## config.mk

```make
export PLATFORM = sky130hd
export DESIGN_NAME = adc_pin_strap_config
export DESIGN_NICKNAME = d
export VERILOG_FILES = /design/src/rtl/cfg_pkg.sv /design/src/rtl/strap_if.sv /design/src/rtl/strap_sampler.sv /design/src/rtl/config_shadow.sv /design/src/rtl/adc_pin_strap_config.sv
export VERILOG_INCLUDE_DIRS = /design/src /design/src/rtl
export SDC_FILE = /design/constraint.sdc
export NUM_CORES = 1
export LEC_CHECK = 0
export ABC_CLOCK_PERIOD_IN_PS = 2900
export BUFFER_PORTS_ARGS = -buffer_cell sky130_fd_sc_hd__buf_2
export CAP_MARGIN = 20
export CORE_UTILIZATION = 40
export CTS_CLUSTER_DIAMETER = 150
export DETAILED_ROUTE_END_ITERATION = 12
export GPL_ROUTABILITY_DRIVEN = 0
export SLEW_MARGIN = 10
export SYNTH_ARGS = -nofsm -noshare
export SYNTH_HDL_FRONTEND = slang
export SYNTH_HIERARCHICAL = 1
export SYNTH_SLANG_ARGS = --single-unit
```

## constraint.sdc

```tcl
create_clock -name hclk -period 2.9 [get_ports hclk]
set_clock_uncertainty 0.2 [all_clocks]
set_input_delay 0.58 -clock hclk [delete_from_list [all_inputs] [get_ports hclk]]
set_output_delay 0.58 -clock hclk [all_outputs]
set_load 0.02 [all_outputs]
```

## src/rtl/cfg_consts.svh

```systemverilog
// offsets, fields, reset values and decode constants of the strap front end
`ifndef CFG_CONSTS_SVH
`define CFG_CONSTS_SVH

`define NUM_CH 8
`define CFG_W 21

// register offsets on the bus
`define OFF_CTRL 8'h00
`define OFF_SERCFG 8'h04
`define OFF_STATUS 8'h08
`define OFF_ACTIVE 8'h0C
`define OFF_RATIO 8'h10

// control register strobes
`define CTRL_SOFT_RST 0
`define CTRL_SOFT_SYNC 1

// configuration word fields
`define F_FILT 0
`define F_RATIO_LO 1
`define F_RATIO_HI 2
`define F_LAY_LO 3
`define F_LAY_HI 4
`define F_AIN_LO 8
`define F_AIN_HI 15
`define F_REF_LO 16
`define F_REF_HI 23

// status register fields
`define S_SERIAL 0
`define S_STATE_LO 1
`define S_STATE_HI 2
`define S_READY 3
`define S_PENDING 4

// reset values
`define SERCFG_RESET 32'h0000FF00
`define ACTIVE_RESET 21'h000000
`define PIN_IDLE 9'h007
`define SYNC_IDLE 2'h3
`define ALL_ON 8'hFF
`define ALL_OFF 8'h00
`define WORD_ZERO 32'h00000000
`define HRESP_OKAY 1'b0

// ratio strap codes and their ratios
`define RCODE_32 2'h0
`define RCODE_64 2'h1
`define RCODE_128 2'h2
`define RCODE_1024 2'h3
`define RATIO_32 11'h020
`define RATIO_64 11'h040
`define RATIO_128 11'h080
`define RATIO_1024 11'h400

// output layout code meaning one lane per channel
`define LAYOUT_PER_LANE 2'h0

`endif

```

## src/rtl/cfg_pkg.sv

```systemverilog
// types and shared decode functions of the strap front end
`default_nettype none
`include "cfg_consts.svh"
package cfg_pkg;

    // control sequence, gray along sample, wait, reset, run
    typedef enum logic [1:0] {
        ST_SAMPLE = 2'h0,
        ST_NEED_RST = 2'h1,
        ST_RESETTING = 2'h3,
        ST_RUN = 2'h2
    } ctl_state_e;

    typedef enum logic {
        FILT_WIDEBAND = 1'b0,
        FILT_SINC5 = 1'b1
    } filter_e;

    typedef struct packed {
        filter_e filt;
        logic [1:0] ratio_code;
        logic [1:0] layout;
        logic [`NUM_CH-1:0] ain_pre;
        logic [`NUM_CH-1:0] ref_pre;
    } cfg_s;

    // ratio strap code to decimation ratio
    function automatic logic [10:0] ratio_of(input logic [1:0] code);
        case (code)
            `RCODE_32: ratio_of = `RATIO_32;
            `RCODE_64: ratio_of = `RATIO_64;
            `RCODE_128: ratio_of = `RATIO_128;
            default: ratio_of = `RATIO_1024;
        endcase
    endfunction : ratio_of

    // bus word to configuration
    function automatic cfg_s word_to_cfg(input logic [31:0] w);
        cfg_s c;
        c.filt = filter_e'(w[`F_FILT]);
        c.ratio_code = w[`F_RATIO_HI:`F_RATIO_LO];
        c.layout = w[`F_LAY_HI:`F_LAY_LO];
        c.ain_pre = w[`F_AIN_HI:`F_AIN_LO];
        c.ref_pre = w[`F_REF_HI:`F_REF_LO];
        return c;
    endfunction : word_to_cfg

    // configuration to bus word, unused bits zero
    function automatic logic [31:0] cfg_to_word(input cfg_s c);
        logic [31:0] w;
        w = `WORD_ZERO;
        w[`F_FILT] = c.filt;
        w[`F_RATIO_HI:`F_RATIO_LO] = c.ratio_code;
        w[`F_LAY_HI:`F_LAY_LO] = c.layout;
        w[`F_AIN_HI:`F_AIN_LO] = c.ain_pre;
        w[`F_REF_HI:`F_REF_LO] = c.ref_pre;
        return w;
    endfunction : cfg_to_word

endpackage : cfg_pkg
`default_nettype wire

```

## src/rtl/strap_if.sv

```systemverilog
// registered strap levels and sync event passed inside the block
`timescale 1ns/1ps
`default_nettype none
interface strap_if;
    logic valid;
    logic ctrl_sel;
    logic filt;
    logic [1:0] ratio_code;
    logic [1:0] layout;
    logic sync_evt;
    logic hard_rst;

    modport sampler (
        output valid, ctrl_sel, filt, ratio_code, layout, sync_evt, hard_rst
    );
    modport user (
        input valid, ctrl_sel, filt, ratio_code, layout, sync_evt, hard_rst
    );
endinterface : strap_if
`default_nettype wire

```

## src/rtl/strap_sampler.sv

```systemverilog
// registers the strap pins and finds start and sync request pulses
`timescale 1ns/1ps
`default_nettype none
module strap_sampler
    import cfg_pkg::*;
(
    input wire logic hclk, // block clock
    input wire logic hresetn, // async reset, low
    input wire logic ce, // clock enable
    input wire logic ctrl_select_pin, // 0 pin, 1 serial
    input wire logic filter_sel_pin, // 1 sinc5
    input wire logic ratio_strap_hi, // ratio code bit 1
    input wire logic ratio_strap_lo, // ratio code bit 0
    input wire logic output_layout_strap_hi, // layout bit 1
    input wire logic output_layout_strap_lo, // layout bit 0
    input wire logic start_n, // start pulse, low
    input wire logic sync_req_n, // sync request, low
    input wire logic hard_reset_n, // hard reset pin, low
    strap_if.sampler straps // registered straps
);

    logic [8:0] pin_reg;
    logic [8:0] pin_next;
    logic [1:0] prev_reg;
    logic [1:0] prev_next;
    logic valid_reg;
    logic valid_next;

    // capture all pins each enabled cycle
    always_comb begin
        pin_next = {ctrl_select_pin, filter_sel_pin, ratio_strap_hi,
                    ratio_strap_lo, output_layout_strap_hi,
                    output_layout_strap_lo, start_n, sync_req_n,
                    hard_reset_n};
        prev_next = pin_reg[2:1];
        valid_next = 1'b1;
    end

    // pin and edge history registers
    always_ff @(posedge hclk or negedge hresetn) begin
        if (!hresetn) begin
            pin_reg <= `PIN_IDLE;
            prev_reg <= `SYNC_IDLE;
            valid_reg <= 1'b0;
        end else if (ce) begin
            pin_reg <= pin_next;
            prev_reg <= prev_next;
            valid_reg <= valid_next;
        end
    end

    // a falling edge on either start or sync request is one event
    assign straps.sync_evt = |(prev_reg & ~pin_reg[2:1]);
    assign straps.valid = valid_reg;
    assign straps.ctrl_sel = pin_reg[8];
    assign straps.filt = pin_reg[7];
    assign straps.ratio_code = pin_reg[6:5];
    assign straps.layout = pin_reg[4:3];
    assign straps.hard_rst = ~pin_reg[0];

endmodule : strap_sampler
`default_nettype wire

```

## src/rtl/config_shadow.sv

```systemverilog
// shadow copy of the configuration that the converters really use
`timescale 1ns/1ps
`default_nettype none
module config_shadow
    import cfg_pkg::*;
(
    input wire logic hclk, // block clock
    input wire logic hresetn, // async reset, low
    input wire logic ce, // clock enable
    input wire logic load, // take src this cycle
    input wire cfg_s src, // candidate configuration
    output cfg_s active, // applied configuration
    output logic [10:0] ratio, // applied decimation ratio
    output logic applied // one cycle after each load
);

    cfg_s active_reg;
    cfg_s active_next;
    logic [10:0] ratio_reg;
    logic [10:0] ratio_next;
    logic applied_reg;
    logic applied_next;

    // hold unless a load arrives
    always_comb begin
        active_next = active_reg;
        ratio_next = ratio_reg;
        applied_next = 1'b0;
        if (load) begin
            active_next = src;
            ratio_next = ratio_of(src.ratio_code);
            applied_next = 1'b1;
        end
    end

    // shadow registers
    always_ff @(posedge hclk or negedge hresetn) begin
        if (!hresetn) begin
            active_reg <= cfg_s'(`ACTIVE_RESET);
            ratio_reg <= `RATIO_32;
            applied_reg <= 1'b0;
        end else if (ce) begin
            active_reg <= active_next;
            ratio_reg <= ratio_next;
            applied_reg <= applied_next;
        end
    end

    assign active = active_reg;
    assign ratio = ratio_reg;
    assign applied = applied_reg;

endmodule : config_shadow
`default_nettype wire

```

## src/rtl/adc_pin_strap_config.sv

```systemverilog
// top of the converter configuration front end with its bus registers
`timescale 1ns/1ps
`default_nettype none
module adc_pin_strap_config
    import cfg_pkg::*;
(
    input wire logic hclk, // block clock, 125 MHz
    input wire logic hresetn, // power-up reset, low
    input wire logic ce, // clock enable
    input wire logic hsel, // slave select
    input wire logic [31:0] haddr, // byte address
    input wire logic [1:0] htrans, // transfer type
    input wire logic hwrite, // write when high
    input wire logic [2:0] hsize, // word only
    input wire logic [31:0] hwdata, // write data
    input wire logic hready, // bus ready
    output logic hreadyout, // slave ready
    output logic [31:0] hrdata, // read data
    output logic hresp, // always okay
    input wire logic ctrl_select_pin, // 0 pin, 1 serial
    input wire logic filter_sel_pin, // 1 sinc5, 0 wideband
    input wire logic ratio_strap_hi, // ratio code bit 1
    input wire logic ratio_strap_lo, // ratio code bit 0
    input wire logic output_layout_strap_hi, // layout bit 1
    input wire logic output_layout_strap_lo, // layout bit 0
    input wire logic start_n, // start pulse, low
    input wire logic sync_req_n, // sync request, low
    input wire logic hard_reset_n, // hard reset, low
    output logic serial_ctrl_mode, // fixed control method
    output logic cfg_ready, // running after reset
    output logic filter_sinc5, // applied filter
    output logic [10:0] dec_ratio, // applied ratio
    output logic [1:0] layout_code, // applied layout code
    output logic serial_result_lanes_shared, // lanes time shared
    output logic [`NUM_CH-1:0] ain_precharge_en, // input buffers
    output logic [`NUM_CH-1:0] ref_precharge_en, // reference buffers
    output logic cfg_apply // one cycle per apply
);

    strap_if straps ();

    // bus slave state
    logic wr_pend_reg;
    logic wr_pend_next;
    logic [7:0] wr_addr_reg;
    logic [7:0] wr_addr_next;
    logic [31:0] rdata_reg;
    logic [31:0] rdata_next;
    cfg_s sercfg_reg;
    cfg_s sercfg_next;

    // control sequence state
    ctl_state_e state_reg;
    ctl_state_e state_next;
    logic serial_mode_reg;
    logic serial_mode_next;

    // shared combinational terms
    logic addr_phase;
    logic wr_ctrl;
    logic soft_rst;
    logic soft_sync;
    logic rst_req;
    logic sync_any;
    logic load;
    logic pending;
    cfg_s pin_cfg;
    cfg_s src_cfg;
    cfg_s active_cfg;
    logic [10:0] active_ratio;
    logic applied;

    // strap pins into the clock domain
    strap_sampler u_sampler (
        .hclk(hclk),
        .hresetn(hresetn),
        .ce(ce),
        .ctrl_select_pin(ctrl_select_pin),
        .filter_sel_pin(filter_sel_pin),
        .ratio_strap_hi(ratio_strap_hi),
        .ratio_strap_lo(ratio_strap_lo),
        .output_layout_strap_hi(output_layout_strap_hi),
        .output_layout_strap_lo(output_layout_strap_lo),
        .start_n(start_n),
        .sync_req_n(sync_req_n),
        .hard_reset_n(hard_reset_n),
        .straps(straps.sampler)
    );

    // applied configuration, changed only on load
    config_shadow u_shadow (
        .hclk(hclk),
        .hresetn(hresetn),
        .ce(ce),
        .load(load),
        .src(src_cfg),
        .active(active_cfg),
        .ratio(active_ratio),
        .applied(applied)
    );

    // bus handshake, no wait states while enabled
    assign addr_phase = hsel & htrans[1] & hready & ce;
    assign hreadyout = ce;
    assign hresp = `HRESP_OKAY;
    assign hrdata = rdata_reg;

    // control strobes written in a data phase
    assign wr_ctrl = wr_pend_reg & (wr_addr_reg == `OFF_CTRL);
    assign soft_rst = wr_ctrl & hwdata[`CTRL_SOFT_RST];
    assign soft_sync = wr_ctrl & hwdata[`CTRL_SOFT_SYNC];
    assign rst_req = soft_rst | straps.hard_rst;
    assign sync_any = straps.sync_evt | soft_sync;

    // pin control configuration from strap levels, input buffers all on, reference buffers off
    always_comb begin
        pin_cfg.filt = filter_e'(straps.filt);
        pin_cfg.ratio_code = straps.ratio_code;
        pin_cfg.layout = straps.layout;
        pin_cfg.ain_pre = `ALL_ON;
        pin_cfg.ref_pre = `ALL_OFF;
    end

    // source picked by the control method fixed at power-up
    assign src_cfg = serial_mode_reg ? sercfg_reg : pin_cfg;

    // apply at reset exit, or on a sync event while running
    // one load as the reset is let go, not on every cycle held in reset
    assign load = ((state_reg == ST_RESETTING) & !rst_req) |
                  ((state_reg == ST_RUN) & sync_any);

    // a strap or register change is waiting for its sync
    assign pending = (src_cfg != active_cfg);

    // control sequence next state
    always_comb begin
        state_next = state_reg;
        serial_mode_next = serial_mode_reg;
        case (state_reg)
            ST_SAMPLE: begin
                if (straps.valid) begin
                    serial_mode_next = straps.ctrl_sel;
                    state_next = ST_NEED_RST;
                end
            end
            ST_NEED_RST: begin
                if (rst_req) begin
                    state_next = ST_RESETTING;
                end
            end
            ST_RESETTING: begin
                if (!rst_req) begin
                    state_next = ST_RUN;
                end
            end
            ST_RUN: begin
                if (rst_req) begin
                    state_next = ST_RESETTING;
                end
            end
            default: begin
                state_next = ST_SAMPLE;
            end
        endcase
    end

    // control sequence registers
    always_ff @(posedge hclk or negedge hresetn) begin
        if (!hresetn) begin
            state_reg <= ST_SAMPLE;
            serial_mode_reg <= 1'b0;
        end else if (ce) begin
            state_reg <= state_next;
            serial_mode_reg <= serial_mode_next;
        end
    end

    // bus slave next values and read mux
    always_comb begin
        wr_pend_next = addr_phase & hwrite;
        wr_addr_next = addr_phase ? haddr[7:0] : wr_addr_reg;
        sercfg_next = sercfg_reg;
        if (state_next == ST_RESETTING) begin
            sercfg_next = word_to_cfg(`SERCFG_RESET);
        end else if (wr_pend_reg && (wr_addr_reg == `OFF_SERCFG)) begin
            sercfg_next = word_to_cfg(hwdata);
        end
        rdata_next = rdata_reg;
        if (addr_phase && !hwrite) begin
            case (haddr[7:0])
                `OFF_SERCFG: begin
                    rdata_next = cfg_to_word(sercfg_next);
                end
                `OFF_STATUS: begin
                    rdata_next = `WORD_ZERO;
                    rdata_next[`S_SERIAL] = serial_mode_reg;
                    rdata_next[`S_STATE_HI:`S_STATE_LO] = state_reg;
                    rdata_next[`S_READY] = (state_reg == ST_RUN);
                    rdata_next[`S_PENDING] = pending;
                end
                `OFF_ACTIVE: begin
                    rdata_next = cfg_to_word(active_cfg);
                end
                `OFF_RATIO: begin
                    rdata_next = {21'h000000, active_ratio};
                end
                default: begin
                    rdata_next = `WORD_ZERO;
                end
            endcase
        end
    end

    // bus slave registers
    always_ff @(posedge hclk or negedge hresetn) begin
        if (!hresetn) begin
            wr_pend_reg <= 1'b0;
            wr_addr_reg <= `OFF_CTRL;
            rdata_reg <= `WORD_ZERO;
            sercfg_reg <= word_to_cfg(`SERCFG_RESET);
        end else if (ce) begin
            wr_pend_reg <= wr_pend_next;
            wr_addr_reg <= wr_addr_next;
            rdata_reg <= rdata_next;
            sercfg_reg <= sercfg_next;
        end
    end

    // configuration levels toward the converters, results never pass here
    assign serial_ctrl_mode = serial_mode_reg;
    assign cfg_ready = (state_reg == ST_RUN);
    assign filter_sinc5 = (active_cfg.filt == FILT_SINC5);
    assign dec_ratio = active_ratio;
    assign layout_code = active_cfg.layout;
    assign serial_result_lanes_shared =
        (active_cfg.layout != `LAYOUT_PER_LANE);
    assign ain_precharge_en = active_cfg.ain_pre;
    assign ref_precharge_en = active_cfg.ref_pre;
    assign cfg_apply = applied;

endmodule : adc_pin_strap_config
`default_nettype wire

```

; Word-level counts from Yosys, hierarchy flattened
; Cells that the tools add are included.
[totals]
regBits = 110
in_bits = 84
wordCells = 71
[op_classes]
bitwise_logic = 15
n_mux = 10
n_reduce_logical = 14
eq_ne = 12
[op_table]
columns = op, n
row1 = $pmux W24 S4, 1
row2 = $mux W21, 3
row3 = $pmux W11 S3, 1
row4 = $ne A21 B21 Y1, 1
row5 = $eq A8 B3 Y1 const B, 2
row6 = $eq A8 B4 Y1 const B, 2
row7 = $and A1 B1 Y1, 9
row8 = $eq A2 B2 Y1 const B, 4
row9 = $eq A8 B5 Y1 const B, 1
row10 = $logic_not A8 Y1, 1
row11 = $mux W2, 3
row12 = $pmux W2 S3, 1
row13 = $reduce_and A2 Y1, 3
row14 = $eq A2 B1 Y1 const B, 2
row15 = $logic_not A2 Y1, 2
row16 = $reduce_or A2 Y1, 2
row17 = $or A1 B1 Y1, 3
row18 = $reduce_and A3 Y1, 1
row19 = $and A2 B2 Y2, 1
row20 = $logic_and A1 B1 Y1, 2
row21 = $logic_not A1 Y1, 2
row22 = $not A2 Y2, 1
row23 = $reduce_bool A2 Y1, 1
row24 = $mux W1, 1
row25 = $not A1 Y1, 1

; Depth between registers and ports, before layout
[depth]
word_depth = 9
mapped_depth = 8
mapped_depth_nobuf = 7

; Hierarchy
; The synthesis kept the hierarchy.
[modules_own_cells]
columns = module, area_each_um2, cells_each, n_inst, seq_area_each_um2
row1 = adc_pin_strap_config, 3490.8, 359, 1, 1436.4
row2 = config_shadow, 1121.1, 68, 1, 651.9
row3 = strap_sampler, 514.2, 37, 1, 306.5

; Worst setup path before layout
; Ideal clock, no wire load.
[synth_timing]
path_kind = register -> register
startpoint = reg serial_mode_reg, in the netlist serial_ctrl_mode
endpoint = reg rdata_reg[4], in the netlist hrdata[4]
setup_time_ps = 130
period_less_slack_ps = 2278
slack_ps = 622
stages_incl_launch_ff = 9
arrival_ps = 1948
path_cell_list = dfrtp_1 -> buf_4 -> buf_2 -> nand2_1 -> a222oi_1 -> nand4_1 -> or3_1 -> o31ai_1 -> a31oi_1
[synth_via]
elab_chain_cells = 3
[synth_rtl]
columns = item, line_no
row1 = "start, declared", adc_pin_strap_config.sv:55  ; logic serial_mode_reg;
row2 = "start signal, assigned", adc_pin_strap_config.sv:174  ; serial_mode_reg <= serial_mode_next;
row3 = $mux W21, adc_pin_strap_config.sv:125  ; assign src_cfg = serial_mode_reg ? sercfg_reg : pin_cfg;
row4 = $ne A21 B21 Y1, adc_pin_strap_config.sv:133  ; assign pending = (src_cfg != active_cfg);
row5 = $pmux W24 S4, adc_pin_strap_config.sv:190  ; case (haddr[7:0])
row6 = "end signal, assigned", adc_pin_strap_config.sv:219  ; rdata_reg <= `WORD_ZERO;
row7 = "end signal, assigned", adc_pin_strap_config.sv:224  ; rdata_reg <= rdata_next;
row8 = "end, declared", adc_pin_strap_config.sv:47  ; logic [31:0] rdata_reg;
; Every way passes these cells.
; A chain may end at the register's enable or synchronous reset.

==> flow_summary.yaml <==
global_route:
  grt.busiest_layer: "met2"
  grt_overflow: 0
  gr-usage-all-layers_pct: 21.5
  use_met3_pct: 5.90
  use_met2_pct: 35.1
  antenna_found_initial: 0
  met1_usage_pct: 28.0
  grt_max_degree: 42
  grt_first_pass_wirelength_mm: 21.1
  grt_pass1_vias: 3850
power_and_ir_drop:
  peakVddDrop_mv: 0.408
  p_leak_nw: 3.00
  power_mw: 3.93
  powerDensity_nw_per_um2: 657
setup_path:
  cpPeakStageDelay_ps: 700
  critical_path_required_ps: 2930
  path_buf_inv: 0
  reg2regPathDepth: 6
  crit_path_start_kind: "flip-flop"
  worstPathMaxFanout: 15
  path_depth: 6
  worstSetupEndpointType: "flip-flop"
  critPathTopFamily: "flip-flops"
  cp.arrival_ps: 2590
  critPathKind: "flip-flop to flip-flop"
  path_cells: "mux2_2 > xnor2_1 > nand3_1 > or3_1 > o31ai_1 > a31oi_1"
  reg2reg_slack_ps: 340
  crit_slowest_cell: "dfrtp_1"
cts:
  clock_sinks: 95
  clk_pin_slew_ps: 60
  cts_hold_buf: 0
  post-cts-setup-buffers: 0
  cts.path.max_buffers: 2
  clk_latency_ps: 350
  numCtsBuffers: 9
  post_cts_resized: 0
  cts_tree: "done"
  clockRootBuffer: "clkbuf_16"
  htreeDepth: 3
die:
  coreArea_um2: 12300
  start_util_pct: 41.8
  chipHeight_um: 115
  core.rowCount: 40
  die_area_um2: 13300
  io_pins: 152
  die_width_um: 115
placement:
  dpl.cell_count: 715
  place.detailed.hpwl_mm: 9.59
  port_buffers: 96
final_layout:
  fill_cells: 1181
  synthToLayoutAreaGrowth_pct: 16.6
  drive_gt1_share_pct: 34.7
  nets: 646
  largest_reg_flops: 24
  final_cells: 730
  n_antenna_cell: 0
yosys:
  ys_warn_count: 6
  netlist_area_um2: 5130
  synth_top_cell_by_area: "dfrtp_1"
  synth_seq_area_share_pct: 46.7
  synth_edf_count: 0
  synth_top_area_share_pct: 39.5
  synth_cells: 464
  ys_ff_latch: 95
  netlist-cell-type-count: 62
  synthArstFlopShare_pct: 100
  ys_top_cells_by_area: "dfrtp_1 40%, dfstp_2 7.2%, mux2_4 6.2%, mux2_2 5.7%, a22o_1 3.6%"
  synth.avg_cell_area_um2: 11.0
  ys.flop_type: "dfrtp_1"
timing:
  setup_viol: 0
  fmax_mhz: 391
  rsz0062_at_grt: "no"
  totalNegativeSetupSlack_ps: 0
  period_needed_ps: 2560
  slew_viol_final: 0
  slew_headroom_pct: 61.9
  hold_viol: 0
  period_share_pct: 88.2
  worst_slew_pin_slew_ps: 572
detailed_routing:
  drtPass1Iterations: 6
  drt-initial-drc-count: 222
  wirelength_mm: 13.3
  ant_nets: 0
  remaining_drc_errors: 0
  routedWlPerCell_um: 18.3
  vias: 3943
  via_per_inst: 5.40
hold_path:
  holdCritPathClass: "primary input to asynchronous set/reset pin"
outcome:
  status: "complete, no violations"
run:
  max-cap-violations: 0
==> metal layers <==
layer	vias up	wire length (µm)
met5	-	0
met4	0	197
met2	119	6380
met1	1961	6110
li1	1846	-
met3	17	654
==> power breakdown <==
part           internal, mW  switching [mW]  leakage, nW  total, mW
sequential             1.47           0.184         1.19       1.66
clock                 0.624           0.496        0.133       1.12
combinational         0.489           0.660         1.68       1.15
total                  2.59            1.34         3.00       3.93
==> path summary, 6_finish.rpt <==
check                            startpoint                    to
max                        serial_ctrl_mode             hrdata[4]
min                                 hresetn            hrdata[10]
max reg2reg                serial_ctrl_mode             hrdata[4]
min reg2reg                       hrdata[5]             hrdata[5]
max in group asynchronous           hresetn         sercfg_reg[8]
min in group hclk                sync_req_n  u_sampler/pin_reg[1]
==> layout by cell type, fill, tap and decap left out, drive strengths merged, types with 3 or more instances in the layout <==
| master | instances |
|---|---|
| o22ai | 3 |
| o31ai | 3 |
| a221o | 9 |
| clkbuf | 14 |
| buf | 113 |
| nand4 | 3 |
| nor2b | 7 |
| a22oi | 14 |
| nand2b | 12 |
| a21oi | 8 |
| and2 | 9 |
| a31oi | 12 |
| o221ai | 4 |
| xor2 | 6 |
| nand3 | 7 |
| conb | 16 |
| inv | 16 |
| nor4 | 3 |
| nor3 | 3 |
| ha | 4 |
| dfrtp | 81 |
| dfstp | 14 |
| nand2 | 40 |
| nor2 | 14 |
| mux2i | 12 |
| and3 | 4 |
| a22o | 21 |
| mux2 | 47 |
| o22a | 6 |
| o21ai | 22 |
| a2bb2oi | 3 |
| xnor2 | 6 |
==> synthesized netlist by cell type, types with 3 or more instances <==
master	number
dfrtp_1	81
nand2_1	39
mux2_2	26
buf_4	22
o21ai_0	22
a22o_1	21
mux2_4	21
inv_1	16
a22oi_1	14
dfstp_2	14
nor2_1	14
a31oi_1	12
mux2i_1	12
nand2b_1	12
clkbuf_1	11
a221o_1	9
and2_1	9
a21oi_1	8
nor2b_1	7
nand3_1	6
o22a_1	6
xnor2_1	6
xor2_1	6
buf_6	5
buf_2	4
ha_1	4
o221ai_1	4
a2bb2oi_1	3
and3_1	3
nand4_1	3
nor3_1	3
o22ai_1	3
o31ai_1	3
==> per-stage QoR <==
| step | hold WS [ps] | setup WS, ps | utilization (%) | area, µm² |
|---|---|---|---|---|
| after detailed placement | 266 | 302 | 46.6 | 5710 |
| after CTS | 23.1 | 275 | 48.8 | 5980 |
| after global routing | 44.6 | 182 | 48.8 | 5980 |
| final | 11.4 | 341 | 48.8 | 5980 |
| after global placement | 260 | 324 | 46.6 | 5710 |
| after floorplan | 84.4 | 622 | - | 5180 |
==> cells by family after synthesis <==
logic type,Yosys count,share of synthesized area (%)
buf+inv,60,7.05
compound gates,119,17.2
mux,59,14.2
fa+ha+maj,4,0.976
flops,95,46.7
other cells,2,0.147
xor+xnor,12,2.05
simple gates,113,11.6
==> layout make-up <==
class                           count  area [µm²]  share of cell area [%]
Multi-Input combinational cell    323        2420                    40.5
Sequential cell                    95        2390                    40.1
Timing Repair Buffer              113         623                    10.4
Clock buffer                       14         264                    4.42
Tap cell                          168         210                    3.52
Inverter                           16        60.1                    1.00
Clock inverter                      1        5.00                  0.0837
No activity file was read; power rests on OpenSTA's default activity.
